[src/design/sar_adc_pkg.sv]
// constants and types shared by the converter sequencer
package sar_adc_pkg;
  localparam int ADDR_W = 12;
  localparam logic [11:0] CTRL_A_OFS = 12'h000;
  localparam logic [11:0] TIMING_OFS = 12'h004;
  localparam logic [11:0] RES_HI_OFS = 12'h008;
  localparam logic [11:0] RES_ST_OFS = 12'h00C;
  localparam int CH_LSB = 0;
  localparam int AIN_DIS_BIT = 4;
  localparam int MODE_LSB = 5;
  localparam int START_BIT = 7;
  localparam int TIME_LSB = 1;
  localparam int LADDER_BIT = 5;
  localparam int RES_LO_LSB = 6;
  localparam int DONE_BIT = 5;
  localparam int BUSY_BIT = 4;
  localparam logic [7:0] CTRL_A_RST = 8'h00;
  localparam logic [7:0] TIMING_RST = 8'h00;
  localparam int SAR_BITS = 10;
  localparam int SLOT_DIV = 13;
  localparam logic [10:0] CONV_CYC_0 = 11'd39;
  localparam logic [10:0] CONV_CYC_2 = 11'd78;
  localparam logic [10:0] CONV_CYC_3 = 11'd156;
  localparam logic [10:0] CONV_CYC_4 = 11'd312;
  localparam logic [10:0] CONV_CYC_5 = 11'd624;
  localparam logic [10:0] CONV_CYC_6 = 11'd1248;
  typedef enum logic [1:0] {
    MODE_OFF = 2'b00,
    MODE_SW = 2'b01,
    MODE_RSV = 2'b10,
    MODE_REPEAT = 2'b11
  } mode_t;
  typedef enum logic [1:0] {
    ST_IDLE = 2'b00,
    ST_SAMPLE = 2'b01,
    ST_CONVERT = 2'b10
  } state_t;
endpackage

[src/design/sar_adc_conversion_sequencer.sv]
// successive-approximation converter sequencer with APB register slave
//
// Decided for this implementation: register access over APB and the register addresses.
`timescale 1ns/100ps
module sar_adc_conversion_sequencer
(
  // clock and reset
  input wire logic CLK_I,
  input wire logic RESET_I,
  // apb slave
  input wire logic PSEL_I,
  input wire logic PENABLE_I,
  input wire logic PWRITE_I,
  input wire logic [11:0] PADDR_I,
  input wire logic [31:0] PWDATA_I,
  output logic [31:0] PRDATA_O,
  output logic PREADY_O,
  output logic PSLVERR_O,
  // power control and analog front end
  input wire logic STANDBY_I,
  input wire logic COMP_I,
  output logic [3:0] CHANNEL_O,
  output logic INPUT_DISABLE_O,
  output logic LADDER_CONNECT_O,
  output logic SAMPLE_O,
  output logic [9:0] DAC_CODE_O,
  // status
  output logic BUSY_O,
  output logic CONV_DONE_IRQ_O
);
  logic [3:0] channel_select;
  logic analog_input_disable;
  logic [1:0] conv_op_mode;
  logic conv_start_bit;
  logic [2:0] time_code;
  logic ladder_connect;
  logic [9:0] result;
  logic conv_done_flag;
  sar_adc_pkg::state_t state;
  sar_adc_pkg::state_t next_state;
  logic [10:0] cnt;
  logic [10:0] next_cnt;
  logic [3:0] bit_idx;
  logic [9:0] trial;
  logic [2:0] comp_sync;
  logic comp_bit;
  logic comp_hold;

  // each code maps to whole conversion length in clock cycles
  function automatic logic [10:0] conv_len(input logic [2:0] code);
    case (code)
      3'b000: conv_len = sar_adc_pkg::CONV_CYC_0;
      3'b010: conv_len = sar_adc_pkg::CONV_CYC_2;
      3'b011: conv_len = sar_adc_pkg::CONV_CYC_3;
      3'b100: conv_len = sar_adc_pkg::CONV_CYC_4;
      3'b101: conv_len = sar_adc_pkg::CONV_CYC_5;
      // reserved codes fall back to the slowest, safest setting
      default: conv_len = sar_adc_pkg::CONV_CYC_6;
    endcase
  endfunction

  // apb decode
  wire setup = PSEL_I & ~PENABLE_I;
  wire access = PSEL_I & PENABLE_I & PREADY_O;
  wire wr = access & PWRITE_I;
  wire rd = access & ~PWRITE_I;
  wire sel_a = PADDR_I == sar_adc_pkg::CTRL_A_OFS;
  wire sel_t = PADDR_I == sar_adc_pkg::TIMING_OFS;
  wire sel_hi = PADDR_I == sar_adc_pkg::RES_HI_OFS;
  wire sel_st = PADDR_I == sar_adc_pkg::RES_ST_OFS;
  wire mapped = sel_a | sel_t | sel_hi | sel_st;
  // registers cannot be written while in standby
  wire wr_a = wr & sel_a & ~STANDBY_I;
  wire wr_t = wr & sel_t & ~STANDBY_I;
  wire [1:0] wr_mode = PWDATA_I[sar_adc_pkg::MODE_LSB +: 2];
  wire rd_hi = rd & sel_hi;

  // read views built from the shared field positions
  logic [7:0] ctrl_a_rd;
  logic [7:0] timing_rd;
  logic [7:0] res_st_rd;
  always_comb
  begin
    ctrl_a_rd = 8'h00;
    ctrl_a_rd[sar_adc_pkg::CH_LSB +: 4] = channel_select;
    ctrl_a_rd[sar_adc_pkg::AIN_DIS_BIT] = analog_input_disable;
    ctrl_a_rd[sar_adc_pkg::MODE_LSB +: 2] = conv_op_mode;
    ctrl_a_rd[sar_adc_pkg::START_BIT] = conv_start_bit;
    // unused timing bits read back as zero
    timing_rd = 8'h00;
    timing_rd[sar_adc_pkg::TIME_LSB +: 3] = time_code;
    timing_rd[sar_adc_pkg::LADDER_BIT] = ladder_connect;
    // low two result bits sit beside the flags
    res_st_rd = 8'h00;
    res_st_rd[sar_adc_pkg::RES_LO_LSB +: 2] = result[1:0];
    res_st_rd[sar_adc_pkg::DONE_BIT] = conv_done_flag;
    res_st_rd[sar_adc_pkg::BUSY_BIT] = BUSY_O;
  end
  wire [7:0] rd_mux = sel_a ? ctrl_a_rd :
                      sel_t ? timing_rd :
                      sel_hi ? result[9:2] :
                      sel_st ? res_st_rd : 8'h00;

  // sequencing
  wire [10:0] len = conv_len(time_code);
  wire [10:0] slot = 11'(len / 11'(sar_adc_pkg::SLOT_DIV));
  wire [10:0] sample_len = 11'(len - 11'(sar_adc_pkg::SAR_BITS) * slot);
  wire mode_ok = conv_op_mode == sar_adc_pkg::MODE_SW || conv_op_mode == sar_adc_pkg::MODE_REPEAT;
  wire launch = conv_start_bit & mode_ok & (state == sar_adc_pkg::ST_IDLE);
  wire abort = STANDBY_I | (wr_a & wr_mode == sar_adc_pkg::MODE_OFF);
  wire slot_end = cnt == 11'h000;
  wire finish = (state == sar_adc_pkg::ST_CONVERT) & slot_end & (bit_idx == 4'h0) & ~abort;
  wire repeat_on = conv_op_mode == sar_adc_pkg::MODE_REPEAT;

  // a comparator change counts only once second and third stages agree
  assign comp_bit = (comp_sync[2] == comp_sync[1]) ? comp_sync[2] : comp_hold;
  wire [9:0] bit_mask = 10'h001 << bit_idx;
  wire [9:0] decided = comp_bit ? trial : (trial & ~bit_mask);
  wire [9:0] next_trial = decided | (bit_mask >> 1);

  always_comb
  begin
    next_state = state;
    next_cnt = cnt;
    if (abort)
    begin
      next_state = sar_adc_pkg::ST_IDLE;
      next_cnt = 11'h000;
    end
    else
    begin
      case (state)
        sar_adc_pkg::ST_IDLE:
        begin
          if (launch)
          begin
            next_state = sar_adc_pkg::ST_SAMPLE;
            next_cnt = 11'(sample_len - 11'h001);
          end
        end
        sar_adc_pkg::ST_SAMPLE:
        begin
          next_cnt = 11'(cnt - 11'h001);
          if (slot_end)
          begin
            next_state = sar_adc_pkg::ST_CONVERT;
            next_cnt = 11'(slot - 11'h001);
          end
        end
        sar_adc_pkg::ST_CONVERT:
        begin
          next_cnt = 11'(cnt - 11'h001);
          if (finish)
          begin
            // back-to-back conversions in repeat mode
            next_state = repeat_on ? sar_adc_pkg::ST_SAMPLE : sar_adc_pkg::ST_IDLE;
            next_cnt = 11'(sample_len - 11'h001);
          end
          else if (slot_end)
            next_cnt = 11'(slot - 11'h001);
        end
        default:
        begin
          next_state = sar_adc_pkg::ST_IDLE;
          next_cnt = 11'h000;
        end
      endcase
    end
  end

  // comparator crosses in from the analog side
  always_ff @(posedge CLK_I)
  begin
    if (RESET_I)
    begin
      comp_sync <= 3'h0;
      comp_hold <= 1'b0;
    end
    else
    begin
      comp_sync <= {comp_sync[1:0], COMP_I};
      comp_hold <= comp_bit;
    end
  end

  always_ff @(posedge CLK_I)
  begin
    if (RESET_I)
    begin
      state <= sar_adc_pkg::ST_IDLE;
      cnt <= 11'h000;
      BUSY_O <= 1'b0;
      SAMPLE_O <= 1'b0;
    end
    else
    begin
      state <= next_state;
      cnt <= next_cnt;
      BUSY_O <= next_state != sar_adc_pkg::ST_IDLE;
      SAMPLE_O <= next_state == sar_adc_pkg::ST_SAMPLE;
    end
  end

  // binary search, msb first
  always_ff @(posedge CLK_I)
  begin
    if (RESET_I)
    begin
      bit_idx <= 4'h0;
      DAC_CODE_O <= 10'h000;
      trial <= 10'h000;
    end
    else if (next_state == sar_adc_pkg::ST_SAMPLE || abort)
    begin
      bit_idx <= 4'(sar_adc_pkg::SAR_BITS - 1);
      trial <= 10'h200;
      DAC_CODE_O <= 10'h200;
    end
    else if (state == sar_adc_pkg::ST_CONVERT && slot_end)
    begin
      bit_idx <= 4'(bit_idx - 4'h1);
      trial <= next_trial;
      DAC_CODE_O <= next_trial;
    end
  end

  // control registers; standby forces them back to reset values
  always_ff @(posedge CLK_I)
  begin
    if (RESET_I || STANDBY_I)
    begin
      {conv_start_bit, conv_op_mode, analog_input_disable, channel_select} <= sar_adc_pkg::CTRL_A_RST;
      {ladder_connect, time_code} <= {sar_adc_pkg::TIMING_RST[sar_adc_pkg::LADDER_BIT],
                                      sar_adc_pkg::TIMING_RST[sar_adc_pkg::TIME_LSB +: 3]};
    end
    else
    begin
      if (wr_a)
      begin
        channel_select <= PWDATA_I[sar_adc_pkg::CH_LSB +: 4];
        analog_input_disable <= PWDATA_I[sar_adc_pkg::AIN_DIS_BIT];
        conv_op_mode <= wr_mode;
      end
      // start bit lives one cycle only, whether or not it launched
      conv_start_bit <= wr_a & PWDATA_I[sar_adc_pkg::START_BIT];
      if (wr_t)
      begin
        time_code <= PWDATA_I[sar_adc_pkg::TIME_LSB +: 3];
        ladder_connect <= PWDATA_I[sar_adc_pkg::LADDER_BIT];
      end
    end
  end

  // result and completion flag
  always_ff @(posedge CLK_I)
  begin
    if (RESET_I || STANDBY_I)
    begin
      result <= 10'h000;
      conv_done_flag <= 1'b0;
      CONV_DONE_IRQ_O <= 1'b0;
    end
    else
    begin
      if (finish)
        result <= decided;
      // completion wins over a clear in the same cycle
      conv_done_flag <= finish | (conv_done_flag & ~(rd_hi | launch));
      CONV_DONE_IRQ_O <= finish;
    end
  end

  // analog-facing outputs
  always_ff @(posedge CLK_I)
  begin
    if (RESET_I)
    begin
      CHANNEL_O <= 4'h0;
      INPUT_DISABLE_O <= 1'b0;
      LADDER_CONNECT_O <= 1'b0;
    end
    else
    begin
      CHANNEL_O <= channel_select;
      INPUT_DISABLE_O <= analog_input_disable;
      LADDER_CONNECT_O <= ladder_connect & ~STANDBY_I;
    end
  end

  // apb answer: read data captured in setup, ready in the access cycle
  always_ff @(posedge CLK_I)
  begin
    if (RESET_I)
    begin
      PRDATA_O <= 32'h00000000;
      PREADY_O <= 1'b0;
      PSLVERR_O <= 1'b0;
    end
    else
    begin
      PREADY_O <= setup;
      PSLVERR_O <= setup & ~mapped;
      if (setup)
        PRDATA_O <= {24'h000000, rd_mux};
    end
  end
endmodule

[config.mk]
export PLATFORM = sky130hd
export DESIGN_NAME = sar_adc_conversion_sequencer
export DESIGN_NICKNAME = d
export VERILOG_FILES = /design/src/design/sar_adc_pkg.sv /design/src/design/sar_adc_conversion_sequencer.sv
export SDC_FILE = /design/constraint.sdc
export NUM_CORES = 1
export LEC_CHECK = 0
export ABC_AREA = 1
export BUFFER_PORTS_ARGS = -buffer_cell sky130_fd_sc_hd__buf_2
export CORE_AREA = 2 2 101 103
export DETAILED_ROUTE_END_ITERATION = 10
export DIE_AREA = 0 0 103 105
export PLACE_DENSITY = 0.68
export SLEW_MARGIN = 20
export SYNTH_ARGS = -nofsm -noshare
export SYNTH_HDL_FRONTEND = slang
export SYNTH_SLANG_ARGS = --single-unit
[constraint.sdc]
create_clock -name CLK_I -period 6.4 [get_ports CLK_I]
set_input_delay 1.28 -clock CLK_I [delete_from_list [all_inputs] [get_ports CLK_I]]
set_output_delay 1.28 -clock CLK_I [all_outputs]
set_load 0.1 [all_outputs]
* Yosys cells after proc, flatten, opt, wreduce, memory -nomap -nowiden *
Index checks and enable logic that the tools add are counted.

storage, ports and cells
  output and inout bits = 53
  input port bits = 51
  register bits after elaboration = 73

cells by class
  reduce and logical (&&, ||, !) cells = 14
  $mul = 1
  equality and inequality tests = 14
  multiplexer cells = 21
  shift operators = 1
  div/mod/pow operators = 1
  bitwise gates (word level) = 35
  add/subtract/negate cells = 5

operators with widths
  cell                     count
  $pmux W11 S5             1
  $mux W11                 3
  $pmux W11 S3             1
  $sub A11 B1 Y11 const B  3
  $mux W8                  4
  $mux W10                 3
  $eq A12 B4 Y1 const B    2
  $and A1 B1 Y1            20
  $eq A12 B3 Y1 const B    1
  $logic_not A12 Y1        1
  $div A11 B4 Y11 const B  1
  $logic_not A11 Y1        1
  $mul A3 B11 Y10 const A  1
  $sub A11 B11 Y11         1
  $and A10 B10 Y10         1
  $not A10 Y10             1
  $or A10 B9 Y10           1
  $shl A1 B4 Y10 const A   1
  $mux W2                  4
  $mux W4                  2
  $eq A2 B1 Y1 const B     3
  $eq A3 B2 Y1 const B     2
  $eq A3 B3 Y1 const B     2
  $not A1 Y1               6
  other kinds (14)         26

* Longest topological paths before layout *
  depth in word-level cells = 15
  depth in mapped cells = 21

* Least setup slack after synthesis *
OpenSTA, ideal clock, no wires.

  kind = register to register
  start = register time_code[1]
  end = register cnt[10]
  slack = 3.443 ns
  data arrival time = 2.824 ns
  setup time = 0.132 ns
  buffers on the path = 1
  stages on the path, launching flop included = 19
  data required time = 6.268 ns
  cell sequence = dfxtp_1 -> buf_2 -> nor2_1 -> nor2_2 -> ha_1 -> ha_1 -> inv_1 -> xor2_1 -> ha_1 -> a31oi_1 -> nor2_1 -> o21ai_0 -> nand2_1 -> nor2_1 -> nand2_1 -> nand3_1 -> nand2_1 -> nand2_1 -> a21oi_1

on the way
  cells in the longest elaborated chain, start to end = 8

RTL lines
  element                               RTL line                                                                  RTL
  start, declared                       sar_adc_conversion_sequencer.sv:35                                        logic [2:0] time_code;
  start signal, assigned                sar_adc_conversion_sequencer.sv:233                                       {ladder_connect, time_code} <= {sar_adc_pkg::TIMING_RST[sar_adc_pkg::LADDER_BIT],
  start signal, assigned                sar_adc_conversion_sequencer.sv:248                                       time_code <= PWDATA_I[sar_adc_pkg::TIME_LSB +: 3];
  $eq A3 B3 Y1 (tied with other cells)  sar_adc_conversion_sequencer.sv:51                                        case (code)
  $pmux W11 S5 *                        sar_adc_conversion_sequencer.sv:51
  $div A11 B4 Y11                       sar_adc_conversion_sequencer.sv:106                                       wire [10:0] slot = 11'(len / 11'(sar_adc_pkg::SLOT_DIV));
  $mul A3 B11 Y10                       sar_adc_conversion_sequencer.sv:107                                       wire [10:0] sample_len = 11'(len - 11'(sar_adc_pkg::SAR_BITS) * slot);
  $sub A11 B11 Y11                      sar_adc_conversion_sequencer.sv:107
  $sub A11 B1 Y11                       sar_adc_conversion_sequencer.sv:138, sar_adc_conversion_sequencer.sv:157
  $mux W11, on equally long branches    sar_adc_conversion_sequencer.sv:153, sar_adc_conversion_sequencer.sv:135
  $pmux W11 S3 *                        sar_adc_conversion_sequencer.sv:132                                       case (state)
  end signal, assigned                  sar_adc_conversion_sequencer.sv:198                                       cnt <= next_cnt;
  end, declared                         sar_adc_conversion_sequencer.sv:41                                        logic [10:0] cnt;

Every way passes the cells marked *; elsewhere a longest branch is shown, timed or not. The select of a mux whose other input is x is not followed.
A chain may end at the register's enable or synchronous reset.

* Final worst setup path *
  start = register time_code[2]
  end = register cnt[10]

Same word-level chain as after synthesis.

==> flow_summary_export.csv <==
group,metric,value,unit
outcome,outcome,"finished clean",
setup_path,endpoint,"cnt[10]$_SDFFE_PP0P_",
layout,final_cells,824,
setup_path,critPathLaunch,"time_code[2]$_SDFFE_PP0P_",
setup_path,rr_endpoint,"cnt[10]$_SDFFE_PP0P_",
yosys,synthTopCellsByArea,"dfxtp_1 34%, nand2_1 10%, inv_1 7.8%",
sta,worst_clock_skew,7.88,ps
sta,fin_crit_sh,0.538,
sta,max_freq,290,MHz
cts,post_cts_buffers,0,
cts,numCtsBuffers,9,
global_route,antenna_found_initial,0,
global_route,grt_max_degree,23,
placed_design,dp_hpwl,7.82,mm
power_and_ir_drop,cellLeakagePower,0.00221,uW
yosys,async_flop_share,0,
cts,cts_num_sinks,73,
yosys,postSynthAreaPerCell,6.82,um^2
floorplanning,row_count,36,
routing,final_antenna_net_count,0,
cts,cts_tree,"yes",
layout,antennaDiodeCount,0,
global_route,grtUsageTotal,0.194,
routing,wl,10.3,mm
sta,fin_tns_setup,0,ps
sta,rsz0062_at_grt,"no",
yosys,ys_ff_latch,73,
floorplanning,die_w,103,um
run,maxCapViolCount,0,
placed_design,preCtsSetupSlack,2860,ps
placed_design,numPortBuffers,55,
sta,slew_headroom,0.273,
cts,ctsResizeCount,0,
placed_design,dp_cells,808,
global_route,grt_pass1_vias,3597,
cts,cts.clk_slew.worst_paths,90,ps
layout,area_delta_synth_final,11.4,%
yosys,ys_warn_count,0,
routing,avgRoutedWirePerCell,12.5,um
setup_path,reg2reg_slack,2960,ps
setup_path,critical_path_arrival,3680,ps
setup_path,required,6630,ps
setup_path,crit_path_frequent_cell,"nand2_1",
cts,ctsRootBufferMaster,"clkbuf_8",
setup_path,start_kind,"register",
setup_path,reg2reg_depth,18,
placed_design,gp_congestion,0.976,
setup_path,cpPeakStageDelay,430,ps
setup_path,timing.rr.start,"time_code[2]$_SDFFE_PP0P_",
setup_path,crit_slowest_cell,"nor2_1",
power_and_ir_drop,ir_drop,0.115,mV
yosys,synthTopCellsByCount,"116 x nand2_1, 90 x inv_1, 73 x dfxtp_1",
routing,drcViolationCount,0,
yosys,yosys.area.top_type_share,0.338,
yosys,syn_area,0.00432,mm^2
setup_path,crit_type,"register to register",
sta,drv_slew,0,
floorplanning,start_util,0.448,
yosys,yosys.area.top_type,"dfxtp_1",
setup_path,path_cells,"inv_2 -> nor2_1 -> nor2_2 -> ha_1 -> ha_1 -> inv_1 -> xor2_1 -> ha_1 -> a31oi_1 -> nor2_1 -> o21ai_0 -> nand2_1 -> nor2_1 -> nand2_1 -> nand3_1 -> nand2_1 -> nand2_1 -> a21oi_1",
yosys,synthCells,633,
routing,drt_iter0_markers,201,
setup_path,cp_num_buf_inv,2,
global_route,grt_first_pass_wirelength,16.6,mm
yosys,synth-seq-area-share,0.338,
setup_path,cp.depth,18,
sta,min_period,3440,ps
sta,hold_violations,0,
routing,vias,4018,
setup_path,end_kind,"register",
cts,h-tree-depth,3,
layout,finish.utilization,0.499,
layout,drive_gt1_frac,0.153,
cts,max-clock-path-buffers,2,
setup_path,worstPathMaxFanout,7,
power_and_ir_drop,p_per_area,202,mW/mm^2
floorplanning,design.die.area,0.0108,mm^2
routing,dr.pass1.iters,5,
yosys,yosysMostFrequentCell,"nand2_1",
global_route,grt_overflow,0,
yosys,synth-edff-count,0,
floorplanning,die_h,105,um
setup_path,cp_top_family,"simple AND/OR/NAND/NOR gates",
sta,setup_ws,2960,ps
sta,finalSetupViolCount,0,
worst_hold_path,min_path_type,"register to register",
yosys,ys_types,47,
layout,fin_nets,757,
floorplanning,coreArea,0.00964,mm^2
sta,worstMarginPinSlew,1090,ps
floorplanning,ioPinCount,104,
cts,clock_latency,360,ps
yosys,synth_ff_type,"dfxtp_1",
cts,cts_hold_buf,0,
routing,vias_per_cell,4.88,
-- kinds of logic (layout without fill, tap and decap cells) --
group / Yosys count / after routing / share of synthesized area
DFF: 73 / 73 / 0.338
xor gates and xnor gates: 14 / 14 / 0.0284
AOI/OAI and AO/OA: 119 / 119 / 0.153
adders and majority gates: 20 / 20 / 0.0597
other: 2 / 28 / 0.00174
buffers and inverters: 139 / 171 / 0.146
and+or+nand+nor: 266 / 266 / 0.273
-- per-stage QoR --
| step | cell area, um^2 | hold WS, ps | power, uW |
|---|---|---|---|
| after detailed placement | 4610 | 396 | 607 |
| after global routing | 4810 | 433 | 1010 |
| after floorplan | 4420 | 388 | 599 |
| final | 4810 | 406 | 974 |
| after CTS | 4810 | 410 | 980 |
| after global placement | 4610 | 390 | 607 |
-- worst min-delay path by stage --
stage / from / endpoint / slack (ps) / depth (start not counted)
4_1_cts: comp_sync[0]$_SDFF_PP0_ / comp_sync[1]$_SDFF_PP0_ / 410 / 2
5_1_grt: comp_sync[0]$_SDFF_PP0_ / comp_sync[1]$_SDFF_PP0_ / 430 / 2
3_5_place_dp: comp_sync[0]$_SDFF_PP0_ / comp_sync[1]$_SDFF_PP0_ / 400 / 2
2_1_floorplan: comp_sync[0]$_SDFF_PP0_ / comp_sync[1]$_SDFF_PP0_ / 390 / 2
6_report: comp_sync[0]$_SDFF_PP0_ / comp_sync[1]$_SDFF_PP0_ / 410 / 2
3_3_place_gp: comp_sync[0]$_SDFF_PP0_ / comp_sync[1]$_SDFF_PP0_ / 390 / 2
-- worst min-delay path: stages, from the launching register on --
cell	delay, ps
dfxtp_1	300
inv_1	40
nor2_1	30
-- routing by layer --
metal,wire [um],vias up,track usage,part of all wire
met1,4640,1798,0.246,0.45
met3,562,17,0.0441,0.055
met4,178,0,0.0602,0.017
met2,4880,119,0.323,0.48
li1,-,2084,-,-
met5,0,-,0,0
-- power by group --
| group | internal, uW | total (uW) | switching [uW] |
|---|---|---|---|
| sequential | 459 | 462 | 3.16 |
| clock | 183 | 376 | 193 |
| combinational | 18.6 | 135 | 117 |
-- flip-flops by register name, summed over array words and instances, names as in the netlist, 2 cells and up --
| signal | cells |
|---|---|
| comp_sync | 3 |
| state | 2 |
| cnt | 11 |
| trial | 9 |
| result | 10 |
| channel_select | 4 |
| conv_op_mode | 2 |
| time_code | 3 |
| bit_idx | 4 |
| CHANNEL_O | 4 |
| PRDATA_O | 8 |
-- placed cells by master, fill, tap and decap left out, types with 2 or more instances in the layout --
cell type	n
clkinv_2	2
nand4_1	2
inv_1	90
o211ai_1	2
conb_1	28
a211oi_1	2
nand3b_1	3
nand3_1	38
xnor2_1	4
buf_2	55
nor3_1	9
a21oi_1	44
nand2_2	3
nand2_1	116
inv_2	6
o21ai_0	51
ha_1	19
a31oi_1	2
nor4_1	2
nor2_4	2
inv_6	3
a41oi_1	5
clkinvlp_4	2
clkbuf_8	9
dfxtp_1	73
nor2_1	70
or2_1	2
xor2_1	10
o21ai_1	4
nor2_2	15
o31ai_1	2
-- final cells by class --
| class | instances | area, um^2 |
|---|---|---|
| flip-flops and latches | 73 | 1460 |
| multi-input cells | 447 | 2320 |
| clock inverters | 7 | 76.3 |
| clock buffers | 9 | 124 |
| repair buffers | 55 | 275 |
| well taps | 133 | 166 |
| fillers | 1008 | 4830 |
| inverters | 100 | 384 |
(Power assumes the default switching activity.)
